**src/core/tpc_pkg.sv**
```systemverilog
// constants and carrier types for the two-phase pulse counter
package tpc_pkg;

  // register byte offsets
  localparam logic [7:0] TPC_OFS_CTRL   = 8'h00;
  localparam logic [7:0] TPC_OFS_MODE   = 8'h04;
  localparam logic [7:0] TPC_OFS_STATUS = 8'h08;
  localparam logic [7:0] TPC_OFS_COUNT2 = 8'h10;
  localparam logic [7:0] TPC_OFS_COUNT3 = 8'h14;
  localparam logic [7:0] TPC_OFS_COUNT4 = 8'h18;

  // count_start_flags: run_enable_bit of channel 2+k at bit k
  localparam int TPC_RUN_POS     = 0;
  // mode word field positions
  localparam int TPC_TWOPH_POS   = 0;   // two_phase_enable_bit, 3 bits
  localparam int TPC_FREE_POS    = 4;   // free-running select, 3 bits
  localparam int TPC_X4_POS      = 8;   // multiply-by-4 select, channel 3
  localparam int TPC_IDXEN_POS   = 9;   // index_reset_enable
  localparam int TPC_POL_POS     = 10;  // edge_polarity_bit
  localparam int TPC_TRIG_POS    = 12;  // trigger_select_high/low, 2 bits each
  localparam int TPC_NCH         = 3;

  // writable bits and values after reset
  localparam logic [31:0] TPC_CTRL_MASK  = 32'h0000_0007;
  localparam logic [31:0] TPC_MODE_MASK  = 32'h0003_F777;
  localparam logic [31:0] TPC_CTRL_RST   = 32'h0000_0000;
  localparam logic [31:0] TPC_MODE_RST   = 32'h0000_0000;
  localparam logic [15:0] TPC_COUNT_RST  = 16'h0000;

  // counter limits and trigger code for the input pin
  localparam logic [15:0] TPC_CNT_MAX    = 16'hFFFF;
  localparam logic [15:0] TPC_CNT_MIN    = 16'h0000;
  localparam logic [1:0]  TPC_TRIG_PIN   = 2'h0;

  // bus answers
  localparam logic [1:0]  TPC_RESP_OKAY  = 2'h0;
  localparam logic [1:0]  TPC_RESP_SLVERR = 2'h2;

  typedef enum logic {TPC_DOWN, TPC_UP} tpc_dir_e;

  // per-channel configuration
  typedef struct packed {
    logic       run;
    logic       two_phase;
    logic       free_run;
    logic       x4;
    logic       idx_en;
    logic       edge_polarity_bit;
    logic [1:0] trig;
  } tpc_chcfg_s;

  // per-channel register write strobe with its data
  typedef struct packed {
    logic        en;
    logic [15:0] data;
  } tpc_chwr_s;

endpackage

```
**src/core/tpc_counter.sv**
```systemverilog
// two-phase pulse counter: channel core and AXI4-Lite register top
`timescale 1ns/1ps

// one counter channel with pin synchronisers and decoder
// Notes on behaviour
// - two-phase count from phase pins, channels 2-4
// - wrap reloads counter unless free-running
// - free-running wraps without reload
// - up divides by FFFF-n+1, down by n+1
// - run bit starts and stops counting
// - request pulse on each overflow or underflow
// - count read returns live counter
// - stopped write loads reload and counter
// - running write loads reload only
// - normal decode, b high: a rise up, fall down
// - x4: b high at a rise, all edges up
// - x4: b high at a fall, all edges down
// - x4 choosable on channel 3 only
// - event mode: b low down, b high up
// - index reset on channel 3, free-run or x4
// - index from its pin, only while enabled
// - index edge polarity chosen by polarity bit
// - counter cleared cycle after index detection
// - wrap with index reset gives two requests
module tpc_channel #(
  parameter int CH = 2
) (
  input  wire logic                ref_clk,
  input  wire logic                reset_n,
  input  wire tpc_pkg::tpc_chcfg_s cfg,
  input  wire tpc_pkg::tpc_chwr_s  wr,
  input  wire logic                a_pin,
  input  wire logic                b_pin,
  input  wire logic                z_pin,
  output logic [15:0]              count,
  output logic                     dir,
  output logic                     irq
);
  import tpc_pkg::*;

  typedef struct packed {
    logic        a1, a2, a3, af;
    logic        b1, b2, b3, bf;
    logic        z1, z2, z3, zf;
    tpc_dir_e    dir;
    logic [15:0] cnt;
    logic [15:0] rel;
    logic        zpend;
    logic        irq;
    logic        irq2;
  } tpc_chst_s;

  tpc_chst_s s_q, s_d;
  logic a_edge, b_edge, z_edge, ar, af, b_lvl;
  logic step_up, step_dn, wrap, use_x4, zok, zdet, pin_src;

  // mode decode per channel
  assign use_x4 = (CH == 4) ? 1'b1 : (CH == 3) ? cfg.x4 : 1'b0;
  assign zok    = (CH == 3) && cfg.idx_en && cfg.two_phase &&
                  (cfg.free_run || use_x4);
  assign pin_src = (cfg.trig == TPC_TRIG_PIN);

  // next-state logic
  always_comb begin
    s_d     = s_q;
    step_up = 1'b0;
    step_dn = 1'b0;
    wrap    = 1'b0;
    // three-stage synchronisers, level moves once stages 2 and 3 agree
    s_d.a1 = a_pin;
    s_d.a2 = s_q.a1;
    s_d.a3 = s_q.a2;
    s_d.b1 = b_pin;
    s_d.b2 = s_q.b1;
    s_d.b3 = s_q.b2;
    s_d.z1 = z_pin;
    s_d.z2 = s_q.z1;
    s_d.z3 = s_q.z2;
    a_edge = (s_q.a2 == s_q.a3) && (s_q.a3 != s_q.af);
    b_edge = (s_q.b2 == s_q.b3) && (s_q.b3 != s_q.bf);
    z_edge = (s_q.z2 == s_q.z3) && (s_q.z3 != s_q.zf);
    if (a_edge) begin
      s_d.af = s_q.a3;
    end
    if (b_edge) begin
      s_d.bf = s_q.b3;
    end
    if (z_edge) begin
      s_d.zf = s_q.z3;
    end
    ar    = a_edge && s_d.af;
    af    = a_edge && !s_d.af;
    b_lvl = s_d.bf;
    // count events from the pins
    if (cfg.run && pin_src) begin
      if (cfg.two_phase) begin
        if (use_x4) begin
          if (ar && b_lvl) begin
            s_d.dir = TPC_UP;
          end else if (af && b_lvl) begin
            s_d.dir = TPC_DOWN;
          end
          if (a_edge || b_edge) begin
            step_up = (s_d.dir == TPC_UP);
            step_dn = (s_d.dir == TPC_DOWN);
          end
        end else begin
          step_up = ar && b_lvl;
          step_dn = af && b_lvl;
          if (step_up) begin
            s_d.dir = TPC_UP;
          end else if (step_dn) begin
            s_d.dir = TPC_DOWN;
          end
        end
      end else begin
        // plain event counting, direction from the second pin
        step_up = ar && b_lvl;
        step_dn = ar && !b_lvl;
        s_d.dir = b_lvl ? TPC_UP : TPC_DOWN;
      end
    end
    // counter step with overflow and underflow handling
    if (step_up) begin
      if (s_q.cnt == TPC_CNT_MAX) begin
        wrap  = 1'b1;
        s_d.cnt = cfg.free_run ? TPC_CNT_MIN : s_q.rel;
      end else begin
        s_d.cnt = s_q.cnt + 16'h0001;
      end
    end else if (step_dn) begin
      if (s_q.cnt == TPC_CNT_MIN) begin
        wrap  = 1'b1;
        s_d.cnt = cfg.free_run ? TPC_CNT_MAX : s_q.rel;
      end else begin
        s_d.cnt = s_q.cnt - 16'h0001;
      end
    end
    // software write of the count/reload value
    if (wr.en) begin
      s_d.rel = wr.data;
      if (!cfg.run) begin
        s_d.cnt = wr.data;
      end
    end
    // index edge, applied on the following cycle
    zdet      = zok && z_edge && (s_d.zf == cfg.edge_polarity_bit);
    s_d.zpend = zdet;
    if (s_q.zpend) begin
      s_d.cnt = TPC_CNT_MIN;
    end
    // request pulses, doubled when a wrap meets an index reset
    s_d.irq  = wrap || s_q.irq2;
    s_d.irq2 = wrap && s_q.zpend;
  end

  // state register
  always_ff @(posedge ref_clk or negedge reset_n) begin
    if (!reset_n) begin
      s_q     <= '0;
      s_q.dir <= TPC_UP;
      s_q.cnt <= TPC_COUNT_RST;
      s_q.rel <= TPC_COUNT_RST;
    end else begin
      s_q <= s_d;
    end
  end

  assign count = s_q.cnt;
  assign dir   = (s_q.dir == TPC_UP);
  assign irq   = s_q.irq;
endmodule

// register top: AXI4-Lite slave feeding three channels
module tpc_counter (
  input  wire logic        ref_clk,
  input  wire logic        reset_n,
  input  wire logic [7:0]  s_axi_awaddr,
  input  wire logic        s_axi_awvalid,
  output logic             s_axi_awready,
  input  wire logic [31:0] s_axi_wdata,
  input  wire logic [3:0]  s_axi_wstrb,
  input  wire logic        s_axi_wvalid,
  output logic             s_axi_wready,
  output logic [1:0]       s_axi_bresp,
  output logic             s_axi_bvalid,
  input  wire logic        s_axi_bready,
  input  wire logic [7:0]  s_axi_araddr,
  input  wire logic        s_axi_arvalid,
  output logic             s_axi_arready,
  output logic [31:0]      s_axi_rdata,
  output logic [1:0]       s_axi_rresp,
  output logic             s_axi_rvalid,
  input  wire logic        s_axi_rready,
  input  wire logic [2:0]  phase_a_pin,
  input  wire logic [2:0]  phase_b_pin,
  input  wire logic        index_input_pin,
  output logic [2:0]       irq_req
);
  import tpc_pkg::*;

  typedef struct packed {
    logic        aw_ok;
    logic [7:0]  aw_addr;
    logic        w_ok;
    logic [31:0] w_data;
    logic [3:0]  w_strb;
    logic        bvalid;
    logic [1:0]  bresp;
    logic        rvalid;
    logic [31:0] rdata;
    logic [1:0]  rresp;
    logic [31:0] ctrl;
    logic [31:0] mode;
  } tpc_bus_s;

  tpc_bus_s     s_q, s_d;
  tpc_chcfg_s   cfg   [TPC_NCH];
  tpc_chwr_s    chwr  [TPC_NCH];
  logic [15:0]  cnt   [TPC_NCH];
  logic [2:0]   dirs;
  logic         do_wr;
  logic [31:0]  wval;

  // byte-lane merge of write data over an old word
  function automatic logic [31:0] merge(input logic [31:0] old,
                                        input logic [31:0] nw,
                                        input logic [3:0]  strb);
    logic [31:0] r;
    r = old;
    for (int i = 0; i < 4; i++) begin
      if (strb[i]) begin
        r[i*8 +: 8] = nw[i*8 +: 8];
      end
    end
    return r;
  endfunction

  // configuration fan-out and channel instances
  for (genvar g = 0; g < TPC_NCH; g++) begin : g_ch
    assign cfg[g].run       = s_q.ctrl[TPC_RUN_POS + g];
    assign cfg[g].two_phase = s_q.mode[TPC_TWOPH_POS + g];
    assign cfg[g].free_run  = s_q.mode[TPC_FREE_POS + g];
    assign cfg[g].x4        = s_q.mode[TPC_X4_POS];
    assign cfg[g].idx_en    = s_q.mode[TPC_IDXEN_POS];
    assign cfg[g].edge_polarity_bit       = s_q.mode[TPC_POL_POS];
    assign cfg[g].trig      = s_q.mode[TPC_TRIG_POS + 2*g +: 2];
    tpc_channel #(.CH(g + 2)) u_ch (
      .ref_clk (ref_clk),
      .reset_n (reset_n),
      .cfg     (cfg[g]),
      .wr      (chwr[g]),
      .a_pin   (phase_a_pin[g]),
      .b_pin   (phase_b_pin[g]),
      .z_pin   (index_input_pin),
      .count   (cnt[g]),
      .dir     (dirs[g]),
      .irq     (irq_req[g])
    );
  end

  // write strobes into the channels
  always_comb begin
    for (int k = 0; k < TPC_NCH; k++) begin
      chwr[k].en   = do_wr && (s_q.aw_addr == TPC_OFS_COUNT2 + 8'(4 * k));
      chwr[k].data = 16'(merge({16'h0000, cnt[k]}, s_q.w_data, s_q.w_strb));
    end
  end

  // bus handshakes, register writes and read mux
  always_comb begin
    s_d   = s_q;
    do_wr = s_q.aw_ok && s_q.w_ok && !s_q.bvalid;
    wval  = 32'h0000_0000;
    if (s_axi_awvalid && s_axi_awready) begin
      s_d.aw_ok   = 1'b1;
      s_d.aw_addr = s_axi_awaddr;
    end
    if (s_axi_wvalid && s_axi_wready) begin
      s_d.w_ok   = 1'b1;
      s_d.w_data = s_axi_wdata;
      s_d.w_strb = s_axi_wstrb;
    end
    if (do_wr) begin
      s_d.aw_ok  = 1'b0;
      s_d.w_ok   = 1'b0;
      s_d.bvalid = 1'b1;
      s_d.bresp  = TPC_RESP_OKAY;
      case (s_q.aw_addr)
        TPC_OFS_CTRL: begin
          wval = merge(s_q.ctrl, s_q.w_data, s_q.w_strb);
          s_d.ctrl = wval & TPC_CTRL_MASK;
        end
        TPC_OFS_MODE: begin
          wval = merge(s_q.mode, s_q.w_data, s_q.w_strb);
          s_d.mode = wval & TPC_MODE_MASK;
        end
        TPC_OFS_STATUS, TPC_OFS_COUNT2, TPC_OFS_COUNT3,
        TPC_OFS_COUNT4: begin
          s_d.bresp = TPC_RESP_OKAY;
        end
        default: begin
          s_d.bresp = TPC_RESP_SLVERR;
        end
      endcase
    end
    if (s_q.bvalid && s_axi_bready) begin
      s_d.bvalid = 1'b0;
    end
    if (s_axi_arvalid && s_axi_arready) begin
      s_d.rvalid = 1'b1;
      s_d.rresp  = TPC_RESP_OKAY;
      case (s_axi_araddr)
        TPC_OFS_CTRL:   s_d.rdata = s_q.ctrl;
        TPC_OFS_MODE:   s_d.rdata = s_q.mode;
        TPC_OFS_STATUS: s_d.rdata = {29'h0000_0000, dirs};
        TPC_OFS_COUNT2: s_d.rdata = {16'h0000, cnt[0]};
        TPC_OFS_COUNT3: s_d.rdata = {16'h0000, cnt[1]};
        TPC_OFS_COUNT4: s_d.rdata = {16'h0000, cnt[2]};
        default: begin
          s_d.rdata = 32'h0000_0000;
          s_d.rresp = TPC_RESP_SLVERR;
        end
      endcase
    end else if (s_q.rvalid && s_axi_rready) begin
      s_d.rvalid = 1'b0;
    end
  end

  // bus state register
  always_ff @(posedge ref_clk or negedge reset_n) begin
    if (!reset_n) begin
      s_q      <= '0;
      s_q.ctrl <= TPC_CTRL_RST;
      s_q.mode <= TPC_MODE_RST;
    end else begin
      s_q <= s_d;
    end
  end

  // channel ready terms and answers
  assign s_axi_awready = !s_q.aw_ok && !s_q.bvalid;
  assign s_axi_wready  = !s_q.w_ok && !s_q.bvalid;
  assign s_axi_arready = !s_q.rvalid;
  assign s_axi_bvalid  = s_q.bvalid;
  assign s_axi_bresp   = s_q.bresp;
  assign s_axi_rvalid  = s_q.rvalid;
  assign s_axi_rdata   = s_q.rdata;
  assign s_axi_rresp   = s_q.rresp;
endmodule

```
**config.mk**
```make
export PLATFORM = sky130hd
export DESIGN_NAME = tpc_counter
export DESIGN_NICKNAME = d
export VERILOG_FILES = /design/src/core/tpc_pkg.sv /design/src/core/tpc_counter.sv
export SDC_FILE = /design/constraint.sdc
export NUM_CORES = 1
export LEC_CHECK = 0
export BUFFER_PORTS_ARGS = -buffer_cell sky130_fd_sc_hd__buf_2
export CAP_MARGIN = 20
export CORE_MARGIN = 10
export CORE_UTILIZATION = 61
export DETAILED_ROUTE_END_ITERATION = 6
export PLACE_DENSITY_LB_ADDON = 0.25
export SLEW_MARGIN = 20
export SYNTH_ARGS = -nofsm -noshare
export SYNTH_HDL_FRONTEND = slang
export SYNTH_HIERARCHICAL = 1
export SYNTH_SLANG_ARGS = --single-unit
```
**constraint.sdc**
```tcl
create_clock -name ref_clk -period 3.4 [get_ports ref_clk]
set_input_delay 0.34 -clock ref_clk [delete_from_list [all_inputs] [get_ports ref_clk]]
set_output_delay 0.34 -clock ref_clk [all_outputs]
set_load 0.01 [all_outputs]
```
==> results.tsv, run 1 <==
stage	metric	value	unit
worst_setup_path	critPathTopFamily	simple AND/OR/NAND/NOR gates	
floorplan	boundaryPins	110	
clocking	cts_max_level	1	
layout	synth_to_final_area_change	7.16	%
floorplan	chipHeight	169	µm
routing	drt_iter0_drc	1545	
power	cell_internal_pwr	6.74	mW
timing	timing.slew.headroom	30.4	%
worst_setup_path	crit_path_cell_trace	or4_4 -> nor3_4 -> and4b_1 -> nand2b_1 -> nand2_1 -> a21oi_1 -> a221o_1	
clocking	cts_made_buffers	24	
timing	timing_max_transition_violations_final	0	
synthesis	synthesis.area_per_instance	9.11	µm²
power	total_power	12.6	mW
routing	ant_nets	0	
routing	dr_vias	12200	
synthesis	synth-async-reset-ratio	100	%
floorplan	design.die.area	0.0286	mm²
clocking	post_cts.resized_instances	0	
timing	setup-violations-final	0	
worst_setup_path	worst-endpoint-arrival	3.22	ns
timing	final_critical_path_setup_slack	0.598	ns
worst_setup_path	max_stage_delay	0.57	ns
power	power.clock.fraction	21.3	%
power	sequentialPowerShare	31.0	%
clocking	clk_root_buf	sky130_fd_sc_hd__clkbuf_16	
layout	drive_gt1_share	21.3	%
routing	post_drt_wl_per_cell	24.5	µm
timing	final.min_clock_period	2.80	ns
synthesis	yosysWarningCount	6	
floorplan	floorplan.core_area	0.0219	mm²
routing	pre_antenna_drt_iters	6	
layout	finish.net_count	1553	
timing	worst-slew-pin-transition	1.04	ns
hold_path	whs_path_depth	2	
synthesis	netlist_top_cells_area	sky130_fd_sc_hd__dfrtp_1 37%, sky130_fd_sc_hd__mux2_2 8.0%, sky130_fd_sc_hd__buf_4 4.9%, sky130_fd_sc_hd__o21ai_0 4.6%, sky130_fd_sc_hd__nand2_1 3.1%	
global_route	via_count_of_the_first_global_routing_pass	12000	
worst_setup_path	crit_buf_inv	0	
timing	finalHoldViolations	0	
worst_setup_path	worst_setup_path_start_kind	flop	
power	vdd_drop_max	746	µV
status	run_status	finished clean	
clocking	tritoncts	done	
synthesis	synth-edff-count	0	
worst_setup_path	worst-setup-path-type	reg2reg	
routing	detail_route.drc_violations	0	
clocking	cts.hold.buffers_added	9	
clocking	clock_transition_time_at_the_flip_flop_clock_pins_of_the_worst_setup_and_hold_paths	0.06	ns
power	power_switching_share	46.3	%
synthesis	ys_types	110	
placement	preCtsSetupSlack	0.653	ns
worst_setup_path	worst_path_max_delay_cell	sky130_fd_sc_hd__or4_4	
placement	placedCellCount	1723	
synthesis	synth_top_flop_cell	sky130_fd_sc_hd__dfrtp_1	
synthesis	synth_top_cell_by_area	sky130_fd_sc_hd__dfrtp_1	
placement	gpl.final_weighted_congestion	0.996	
floorplan	floorplan.initialDensity	62.1	%
power	netSwitchingPower	5.83	mW
hold_path	min-delay-path-class	in2reg	
floorplan	die_width	169	µm
global_route	grt_start_max_net_pins	83	
floorplan	number_of_standard_cell_rows_in_the_floorplan	54	
placement	dp_hpwl	30500	µm
layout	most-common-layout-cells	199 x sky130_fd_sc_hd__dfrtp_1, 124 x sky130_fd_sc_hd__o21ai_0, 113 x sky130_fd_sc_hd__nand2_1, 97 x sky130_fd_sc_hd__mux2_2, 77 x sky130_fd_sc_hd__buf_2	
synthesis	share_of_the_synthesized_area_in_the_top_cell_type	36.8	%
layout	finalNonFillerCells	1779	
clocking	clk_latency	0.55	ns
timing	totalNegativeSetupSlack	0	ns
timing	post_route_worst_hold_slack	0.0219	ns
power	power_leakage	6.31	nW
clocking	post_cts.repair.setup_buffers	0	
global_route	grt.overflow.total	0	
global_route	grt_util_all_layers	29.5	%
synthesis	synth-seq-cells	203	
timing	max_freq	0.357	GHz
routing	wirelength	43700	µm
clocking	ctsLongestPathBuffers	3	
worst_setup_path	cp-end-kind	flop	
worst_setup_path	critical_path_required	3.82	ns
synthesis	yosysSeqAreaShare	37.4	%
worst_setup_path	crit_path_max_fanout	9	
power	power_frac_comb	47.7	%
job	drv.max_cap_violation_count	0	
timing	largest_clock_skew_in_the_final_design	0.0266	ns
worst_setup_path	timing.reg2reg.worst_path_depth	7	
global_route	grt_antenna_before_repair	2	
routing	avgViaCountPerCell	6.85	
clocking	clock_sink_count	203	
layout	layout_commonest_cell	sky130_fd_sc_hd__dfrtp_1	
synthesis	synthesized_cell_area	0.0136	mm²
worst_setup_path	cp_num_cells	7	
placement	placement.io_buffers	78	
synthesis	synthCells	1491	
global_route	grt_pass1_wl	67700	µm
timing	final.period_utilization	82.4	%
power	power.density	863	mW/mm²
timing	grt_setup_unrepaired	false	
[synth_stat cells (6+ instances only)]
| library cell | number |
|---|---|
| sky130_fd_sc_hd__a22o_1 | 15 |
| sky130_fd_sc_hd__o31ai_1 | 11 |
| sky130_fd_sc_hd__nand2b_1 | 13 |
| sky130_fd_sc_hd__mux2_2 | 97 |
| sky130_fd_sc_hd__nor2b_1 | 17 |
| sky130_fd_sc_hd__nor3b_1 | 10 |
| sky130_fd_sc_hd__and3_1 | 17 |
| sky130_fd_sc_hd__or2_2 | 6 |
| sky130_fd_sc_hd__o22ai_1 | 11 |
| sky130_fd_sc_hd__a21oi_1 | 64 |
| sky130_fd_sc_hd__nor2_1 | 73 |
| sky130_fd_sc_hd__nand2_1 | 113 |
| sky130_fd_sc_hd__buf_6 | 7 |
| sky130_fd_sc_hd__a211o_1 | 12 |
| sky130_fd_sc_hd__o41ai_1 | 6 |
| sky130_fd_sc_hd__nor4_1 | 19 |
| sky130_fd_sc_hd__clkbuf_1 | 64 |
| sky130_fd_sc_hd__a32o_1 | 6 |
| sky130_fd_sc_hd__ha_1 | 9 |
| sky130_fd_sc_hd__and2_1 | 9 |
| sky130_fd_sc_hd__nand4_1 | 25 |
| sky130_fd_sc_hd__xnor2_1 | 17 |
| sky130_fd_sc_hd__xor2_1 | 14 |
| sky130_fd_sc_hd__nand3_1 | 49 |
| sky130_fd_sc_hd__inv_1 | 73 |
| sky130_fd_sc_hd__nor3_1 | 23 |
| sky130_fd_sc_hd__a22oi_1 | 15 |
| sky130_fd_sc_hd__o21ai_1 | 6 |
| sky130_fd_sc_hd__buf_2 | 22 |
| sky130_fd_sc_hd__dfrtp_1 | 200 |
| sky130_fd_sc_hd__a221o_1 | 8 |
| sky130_fd_sc_hd__or3_1 | 12 |
| sky130_fd_sc_hd__o311ai_0 | 8 |
| sky130_fd_sc_hd__o21ai_0 | 124 |
| sky130_fd_sc_hd__a31oi_1 | 20 |
| sky130_fd_sc_hd__or4_1 | 8 |
| sky130_fd_sc_hd__a211oi_1 | 16 |
| sky130_fd_sc_hd__o211ai_1 | 8 |
| sky130_fd_sc_hd__buf_4 | 89 |
| sky130_fd_sc_hd__a21o_1 | 6 |
| sky130_fd_sc_hd__mux2i_1 | 21 |
[layer usage]
layer,GRT usage [%],up-vias,share of wire [%],routed length [µm]
met1,38.2,5895,40,17400
met3,7.78,160,11,4820
met5,0,-,0,0
met2,44.5,747,44,19100
li1,-,5387,-,-
met4,15.8,0,5.4,2350
[power groups by stage]
stage	sequential (mW)	clock [mW]	combinational, mW
after floorplan	3.25	0	4.85
after global placement	3.86	0	5.65
after detailed placement	3.90	0	5.73
after CTS	3.86	2.70	5.78
after global routing	3.96	2.80	6.45
final	3.90	2.68	6.00
[final timing paths]
check	start	slack [ns]	end
hold reg to reg	g_ch[1].u_ch/s_d[38]	0.35	g_ch[1].u_ch/s_d[37]
min in group asynchronous	reset_n	0.42	g_ch[0].u_ch/count[0]
setup reg to reg	s_q[139]	0.60	g_ch[2].u_ch/count[7]
setup / recovery	s_q[139]	0.60	g_ch[2].u_ch/count[7]
hold / removal	s_axi_awaddr[3]	0.02	s_q[142]
max in group asynchronous	reset_n	2.11	g_ch[2].u_ch/count[5]
[registers in the layout, summed over array words and instances (netlist names)]
signal           count
s_axi_rresp          1
s_axi_rvalid         1
s_axi_bvalid         1
s_axi_rdata         18
g_ch.u_ch/count     48
s_axi_bresp          1
g_ch.u_ch/irq        3
g_ch.u_ch/s_q       64
g_ch.u_ch/s_d       14
s_q                 31
cfg                 18
g_ch.u_ch/dir        3
[area by class of cell]
| type | count | area [µm²] |
|---|---|---|
| clock buffers | 28 | 626 |
| repair buffers | 131 | 832 |
| inverters | 74 | 278 |
| well taps | 280 | 350 |
| clock inverters | 16 | 209 |
| diodes | 3 | 7.51 |
| flip-flops and latches | 203 | 5080 |
| fillers | 1820 | 7330 |
| multi-input cells | 1044 | 7170 |
[logic make-up (layout without fill, tap and decap cells)]
| family | after synthesis | in the layout | share of synthesized area [%] |
|---|---|---|---|
| buffers and inverters | 259 | 249 | 10.2 |
| other | 1 | 19 | 0.0276 |
| adders and majority gates | 15 | 15 | 1.29 |
| DFF | 203 | 203 | 37.4 |
| muxes | 118 | 118 | 9.59 |
| AOI/OAI and AO/OA | 410 | 410 | 20.6 |
| xor gates and xnor gates | 31 | 31 | 2.00 |
| and+or+nand+nor | 454 | 454 | 18.9 |
[metrics by stage]
stage          cell area (µm²)  utilization, %
2_1_floorplan            13600               -
5_1_grt                  14600            66.5
6_report                 14600            66.5
3_3_place_gp             13600            62.3
4_1_cts                  14600            66.5
3_5_place_dp             13600            62.3
Power figures use the tool's default switching activity.
==> run 2, diff against run 1 <==
==> constraint.sdc (replaced) <==
create_clock -name ref_clk -period 2.7 [get_ports ref_clk]
set_input_delay 0.27 -clock ref_clk [delete_from_list [all_inputs] [get_ports ref_clk]]
set_output_delay 0.27 -clock ref_clk [all_outputs]
set_load 0.01 [all_outputs]
==> results.tsv, run 2 (synthesis gave the netlist of run 1 again) <==
stage	metric	value	unit	change
clocking	cts_made_buffers	23		-4.2%
floorplan	design.die.area	0.0286	mm²	unchanged
timing	timing_max_transition_violations_final	0		unchanged
routing	wirelength	46200	µm	+5.9%
floorplan	die_width	169	µm	unchanged
worst_setup_path	max_stage_delay	0.59	ns	+0.02 ns
floorplan	floorplan.initialDensity	62.1	%	unchanged
clocking	tritoncts	done		
floorplan	chipHeight	169	µm	unchanged
worst_setup_path	crit_path_cell_trace	or4_4 -> nor3_4 -> and4b_2 -> nand2b_1 -> nand2_1 -> a21oi_1 -> a221o_1		
timing	finalHoldViolations	0		unchanged
layout	drive_gt1_share	24.9	%	+3.7 points
clocking	cts_max_level	1		unchanged
global_route	globalRouteMet2Util	49.3	%	+4.8 points
layout	max_ffs_per_register	64		unchanged
global_route	via_count_of_the_first_global_routing_pass	12400		+3.1%
global_route	grt_busiest_layer	met2		
placement	placement.io_buffers	78		unchanged
placement	gpl.final_weighted_congestion	0.992		-0.33%
worst_setup_path	worst-endpoint-arrival	2.99	ns	-0.23 ns
status	run_status	finished clean		
global_route	grt_pass1_wl	72300	µm	+6.8%
global_route	grt_start_max_net_pins	59		-29%
placement	placedCellCount	1802		+4.6%
timing	final.min_clock_period	2.58	ns	-0.221 ns
layout	fillers	1697		-6.8%
worst_setup_path	critical_path_required	3.11	ns	-0.71 ns
worst_setup_path	worst-setup-path-type	reg2reg		
timing	grt_setup_unrepaired	false		
timing	largest_clock_skew_in_the_final_design	0.0199	ns	-0.00676 ns
routing	pre_antenna_drt_iters	6		unchanged
routing	dr_vias	12600		+3.5%
floorplan	number_of_standard_cell_rows_in_the_floorplan	54		unchanged
routing	drt_iter0_drc	1741		+13%
placement	preCtsSetupSlack	0.0929	ns	-0.560 ns
worst_setup_path	crit_buf_inv	0		unchanged
global_route	grt_util_all_layers	31.5	%	+2.0 points
global_route	grt.overflow.total	0		unchanged
routing	detail_route.drc_violations	0		unchanged
clocking	clk_latency	0.54	ns	about the same
power	total_power	16.6	mW	+32%
power	power.density	1080	mW/mm²	+25%
layout	most-common-layout-cells	200 x sky130_fd_sc_hd__dfrtp_1, 124 x sky130_fd_sc_hd__o21ai_0, 122 x sky130_fd_sc_hd__buf_4, 112 x sky130_fd_sc_hd__nand2_1, 97 x sky130_fd_sc_hd__mux2_2		
placement	dp_hpwl	32200	µm	+5.7%
layout	finish.net_count	1663		+7.1%
timing	worst-slew-pin-transition	0.724	ns	-0.318 ns
worst_setup_path	crit_path_max_fanout	5		-4
clocking	clk_root_buf	sky130_fd_sc_hd__clkbuf_16		
global_route	globalRouteMet1Util	41.8	%	+3.7 points
worst_setup_path	worst_path_max_delay_cell	sky130_fd_sc_hd__or4_4		
timing	max_freq	0.387	GHz	+8.6%
layout	synth_to_final_area_change	13.8	%	
worst_setup_path	critPathTopFamily	simple AND/OR/NAND/NOR gates		
layout	layout_commonest_cell	sky130_fd_sc_hd__dfrtp_1		
routing	post_drt_wl_per_cell	24.5	µm	about the same
job	drv.max_cap_violation_count	0		unchanged
worst_setup_path	cp-end-kind	flop		
clocking	ctsLongestPathBuffers	3		unchanged
timing	post_route_worst_hold_slack	0.180	ns	+0.158 ns
timing	totalNegativeSetupSlack	0	ns	unchanged
routing	ant_nets	0		unchanged
hold_path	min-delay-path-class	in2reg		
timing	setup-violations-final	0		unchanged
worst_setup_path	worst_setup_path_start_kind	flop		
power	power_leakage	6.84	nW	+8.4%
floorplan	floorplan.core_area	0.0219	mm²	unchanged
timing	final.period_utilization	95.6	%	+13 points
power	vdd_drop_max	837	µV	+12%
timing	timing.slew.headroom	51.3	%	+21 points
floorplan	boundaryPins	110		unchanged
routing	avgViaCountPerCell	6.69		-2.4%
layout	reg_with_most_ffs	g_ch.u_ch/s_q		
clocking	clock_sink_count	203		unchanged
clocking	clock_transition_time_at_the_flip_flop_clock_pins_of_the_worst_setup_and_hold_paths	0.06	ns	about the same
global_route	globalRouteMet3Util	7.09	%	-0.69 points
global_route	grt_antenna_before_repair	2		unchanged
layout	finalNonFillerCells	1886		+6.0%
timing	final_critical_path_setup_slack	0.119	ns	-0.479 ns
run 2: repair_timing:
action | CTS | global route
buffers inserted | 0 | 2
resized for setup | 0 | 5
endpoints found under the hold margin | 92 | 0
endpoints found under the setup margin | 0 | 18
hold buffers | 39 | 0
run 2: layer usage:
metal,vias to the layer above,part of all wire [%]
met4,2,4.2
li1,5580,-
met5,-,0.022
met1,6071,39
met3,136,12
met2,824,45
run 2: power breakdown:
group | switching [mW] | total (mW) | internal [mW]
logic | 5.39 | 8.79 | 3.41
registers | 0.852 | 4.50 | 3.65
clock network | 1.37 | 3.33 | 1.96
total | 7.62 | 16.6 | 9.01
run 2: worst paths after layout:
path / start / end / slack (ns) / depth (start not counted)
min: s_axi_arvalid / s_axi_rdata[16] / 0.18 / 4
max: s_q[139] / g_ch[2].u_ch/count[7] / 0.12 / 7
max reg2reg: s_q[139] / g_ch[2].u_ch/count[7] / 0.12 / 7
min in group asynchronous: reset_n / g_ch[0].u_ch/s_q[6] / 0.29 / 2
min reg2reg: g_ch[2].u_ch/s_d[42] / g_ch[2].u_ch/s_d[41] / 0.36 / 0
max in group asynchronous: reset_n / g_ch[0].u_ch/s_q[44] / 1.59 / 3
run 2: layout make-up:
cell class	instances	area, µm²	share of cell area, %
Multi-Input combinational cell	1044	7180	46.5
Sequential cell	203	5080	32.9
Timing Repair Buffer	242	1770	11.4
Clock buffer	29	628	4.06
Tap cell	280	350	2.27
Inverter	74	278	1.80
Clock inverter	13	170	1.10
Antenna cell	1	2.50	0.0162
run 2: worst reg2reg max path, stage by stage, from the launching register on:
cell	delay, ns
sky130_fd_sc_hd__dfrtp_1	0.40
sky130_fd_sc_hd__or4_4	0.59
sky130_fd_sc_hd__nor3_4	0.24
sky130_fd_sc_hd__and4b_2	0.35
sky130_fd_sc_hd__nand2b_1	0.23
sky130_fd_sc_hd__nand2_1	0.26
sky130_fd_sc_hd__a21oi_1	0.07
sky130_fd_sc_hd__a221o_1	0.32
run 2: stage by stage:
stage,util (%),cell area [µm²]
global placement,65.1,14200
CTS,70.5,15400
global route,70.6,15500
floorplan,-,13600
finish,70.6,15500
detailed placement,65.1,14200
==> run 3, diff against run 2 <==
==> constraint.sdc (replaced) <==
create_clock -name ref_clk -period 2.8 [get_ports ref_clk]
set_input_delay 0.28 -clock ref_clk [delete_from_list [all_inputs] [get_ports ref_clk]]
set_output_delay 0.28 -clock ref_clk [all_outputs]
set_load 0.005 [all_outputs]
==> results.tsv, run 3 (synthesis gave the netlist of run 1 again) <==
stage	metric	value	unit	change
placement	preCtsSetupSlack	0.257	ns	+0.164 ns
layout	layout_commonest_cell	sky130_fd_sc_hd__dfrtp_1		
routing	ant_nets	0		unchanged
timing	max_freq	0.379	GHz	-2.3%
layout	finish.net_count	1648		-0.90%
clocking	clk_root_buf	sky130_fd_sc_hd__clkbuf_16		
timing	worst-slew-pin-transition	0.865	ns	+0.141 ns
hold_path	min-delay-path-class	in2reg		
clocking	tritoncts	done		
timing	largest_clock_skew_in_the_final_design	0.0155	ns	-0.00439 ns
floorplan	floorplan.core_area	0.0219	mm²	unchanged
timing	final.min_clock_period	2.64	ns	+0.0601 ns
clocking	clock_sink_count	203		unchanged
floorplan	number_of_standard_cell_rows_in_the_floorplan	54		unchanged
placement	gpl.final_weighted_congestion	1.03		+4.0%
timing	grt_setup_unrepaired	false		
floorplan	design.die.area	0.0286	mm²	unchanged
layout	most-common-layout-cells	199 x sky130_fd_sc_hd__dfrtp_1, 124 x sky130_fd_sc_hd__o21ai_0, 113 x sky130_fd_sc_hd__nand2_1, 107 x sky130_fd_sc_hd__buf_4, 97 x sky130_fd_sc_hd__mux2_2		
routing	drt_iter0_drc	1379		-21%
timing	totalNegativeSetupSlack	0	ns	unchanged
clocking	post_cts.repair.setup_buffers	0		unchanged
timing	final_critical_path_setup_slack	0.159	ns	+0.0399 ns
layout	finalNonFillerCells	1873		-0.69%
timing	finalHoldViolations	0		unchanged
worst_setup_path	worst_path_max_delay_cell	sky130_fd_sc_hd__dfrtp_1		
global_route	via_count_of_the_first_global_routing_pass	12400		+0.16%
layout	postLayoutCoreUtil	70.3	%	-0.36 points
timing	setup-violations-final	0		unchanged
power	vdd_drop_max	776	µV	-7.3%
timing	final.period_utilization	94.3	%	-1.3 points
clocking	clock_transition_time_at_the_flip_flop_clock_pins_of_the_worst_setup_and_hold_paths	0.06	ns	about the same
routing	post_drt_wl_per_cell	25.3	µm	+3.3%
clocking	ctsLongestPathBuffers	3		unchanged
floorplan	chipHeight	169	µm	unchanged
routing	wirelength	47400	µm	+2.5%
worst_setup_path	worst_setup_path_start_kind	flop		
routing	pre_antenna_drt_iters	6		unchanged
worst_setup_path	worst-setup-path-type	reg2reg		
status	run_status	finished clean		
power	total_power	16.2	mW	-2.5%
global_route	grt_antenna_before_repair	2		unchanged
clocking	clk_latency	0.54	ns	about the same
placement	dp_hpwl	32700	µm	+1.6%
timing	timing_max_transition_violations_final	0		unchanged
worst_setup_path	worst-endpoint-arrival	3.07	ns	+0.08 ns
timing	post_route_worst_hold_slack	0.186	ns	+0.00662 ns
layout	synth_to_final_area_change	13.2	%	
worst_setup_path	critPathMostFrequentCell	sky130_fd_sc_hd__buf_4		
worst_setup_path	crit_path_max_fanout	17		+12
power	power.density	1050	mW/mm²	-2.0%
layout	max_ffs_per_register	64		unchanged
floorplan	die_width	169	µm	unchanged
floorplan	boundaryPins	110		unchanged
timing	timing.slew.headroom	41.8	%	-9.5 points
global_route	grt_util_all_layers	31.8	%	+0.29 points
placement	postPlaceCellArea	0.0141	mm²	-0.82%
floorplan	floorplan.initialDensity	62.1	%	unchanged
global_route	grt_pass1_wl	72500	µm	+0.26%
worst_setup_path	max_stage_delay	0.46	ns	-0.13 ns
layout	drive_gt1_share	24.1	%	-0.79 points
worst_setup_path	critical_path_required	3.23	ns	+0.12 ns
clocking	cts_made_buffers	24		+4.3%
job	drv.max_cap_violation_count	0		unchanged
layout	reg_with_most_ffs	g_ch.u_ch/s_q		
clocking	cts_max_level	1		unchanged
worst_setup_path	cp-end-kind	flop		
placement	placement.io_buffers	78		unchanged
worst_setup_path	crit_path_cell_trace	nand3b_1 -> nor3_4 -> and4b_1 -> buf_4 -> nor2b_1 -> buf_4 -> nand2_1 -> o221ai_1		
global_route	grt.overflow.total	0		unchanged
power	power_leakage	6.76	nW	-1.2%
routing	avgViaCountPerCell	6.74		+0.75%
routing	detail_route.drc_violations	0		unchanged
global_route	grt_start_max_net_pins	70		+19%
routing	dr_vias	12600		+0.055%
placement	placedCellCount	1788		-0.78%
layout	post-route-cell-area	0.0154	mm²	-0.51%
run 3: worst paths after layout:
path,start,endpoint,slack (ns),depth (start not counted)
worst min register to register,g_ch[1].u_ch/s_d[46],g_ch[1].u_ch/s_d[45],0.35,0
worst min-delay path,s_axi_awvalid,s_q[147],0.19,3
max in group asynchronous,reset_n,g_ch[2].u_ch/count[9],1.72,3
min in group asynchronous,reset_n,g_ch[0].u_ch/s_q[16],0.32,2
worst max register to register,s_axi_bvalid,g_ch[2].u_ch/count[8],0.16,8
worst max-delay path,s_axi_bvalid,g_ch[2].u_ch/count[8],0.16,8
run 3: power by group:
part	total (mW)	internal [mW]	switching [mW]
combinational	8.29	3.28	5.01
sequential	4.57	3.52	1.05
clock	3.36	2.01	1.35
total	16.2	8.80	7.41
run 3: layer usage:
metal / vias up / track usage [%] / part of all wire, % / wire, µm
met2: 812 / 48.6 / 44 / 21000
met5: - / 0 / 0 / 0
li1: 5552 / - / - / -
met3: 155 / 5.72 / 11 / 5170
met4: 0 / 16.1 / 5.6 / 2650
met1: 6101 / 42.6 / 39 / 18600
run 3: timing repair:
item                                    in CTS  in global routing
endpoints found under the hold margin      101                  0
endpoints found under the setup margin       0                  1
hold buffers                                39                  0
resized for setup                            0                  1
run 3: layout make-up:
cell class | instances | area, µm²
antenna | 2 | 5.00
sequential | 203 | 5080
clock buffer | 28 | 636
tap | 280 | 350
inverter | 74 | 278
clock inverter | 16 | 211
timing repair buffer | 226 | 1630
multi-input combinational | 1044 | 7180
fill | 1708 | 6510
run 3: worst max-delay path, delay by kind of cell, from the launching register on:
| family | cells | cell delay [ns] |
|---|---|---|
| AO/OA/AOI/OAI | 1 | 0.08 |
| buffers and inverters | 2 | 0.56 |
| flip-flops | 1 | 0.46 |
| AND/OR/NAND/NOR | 5 | 1.44 |
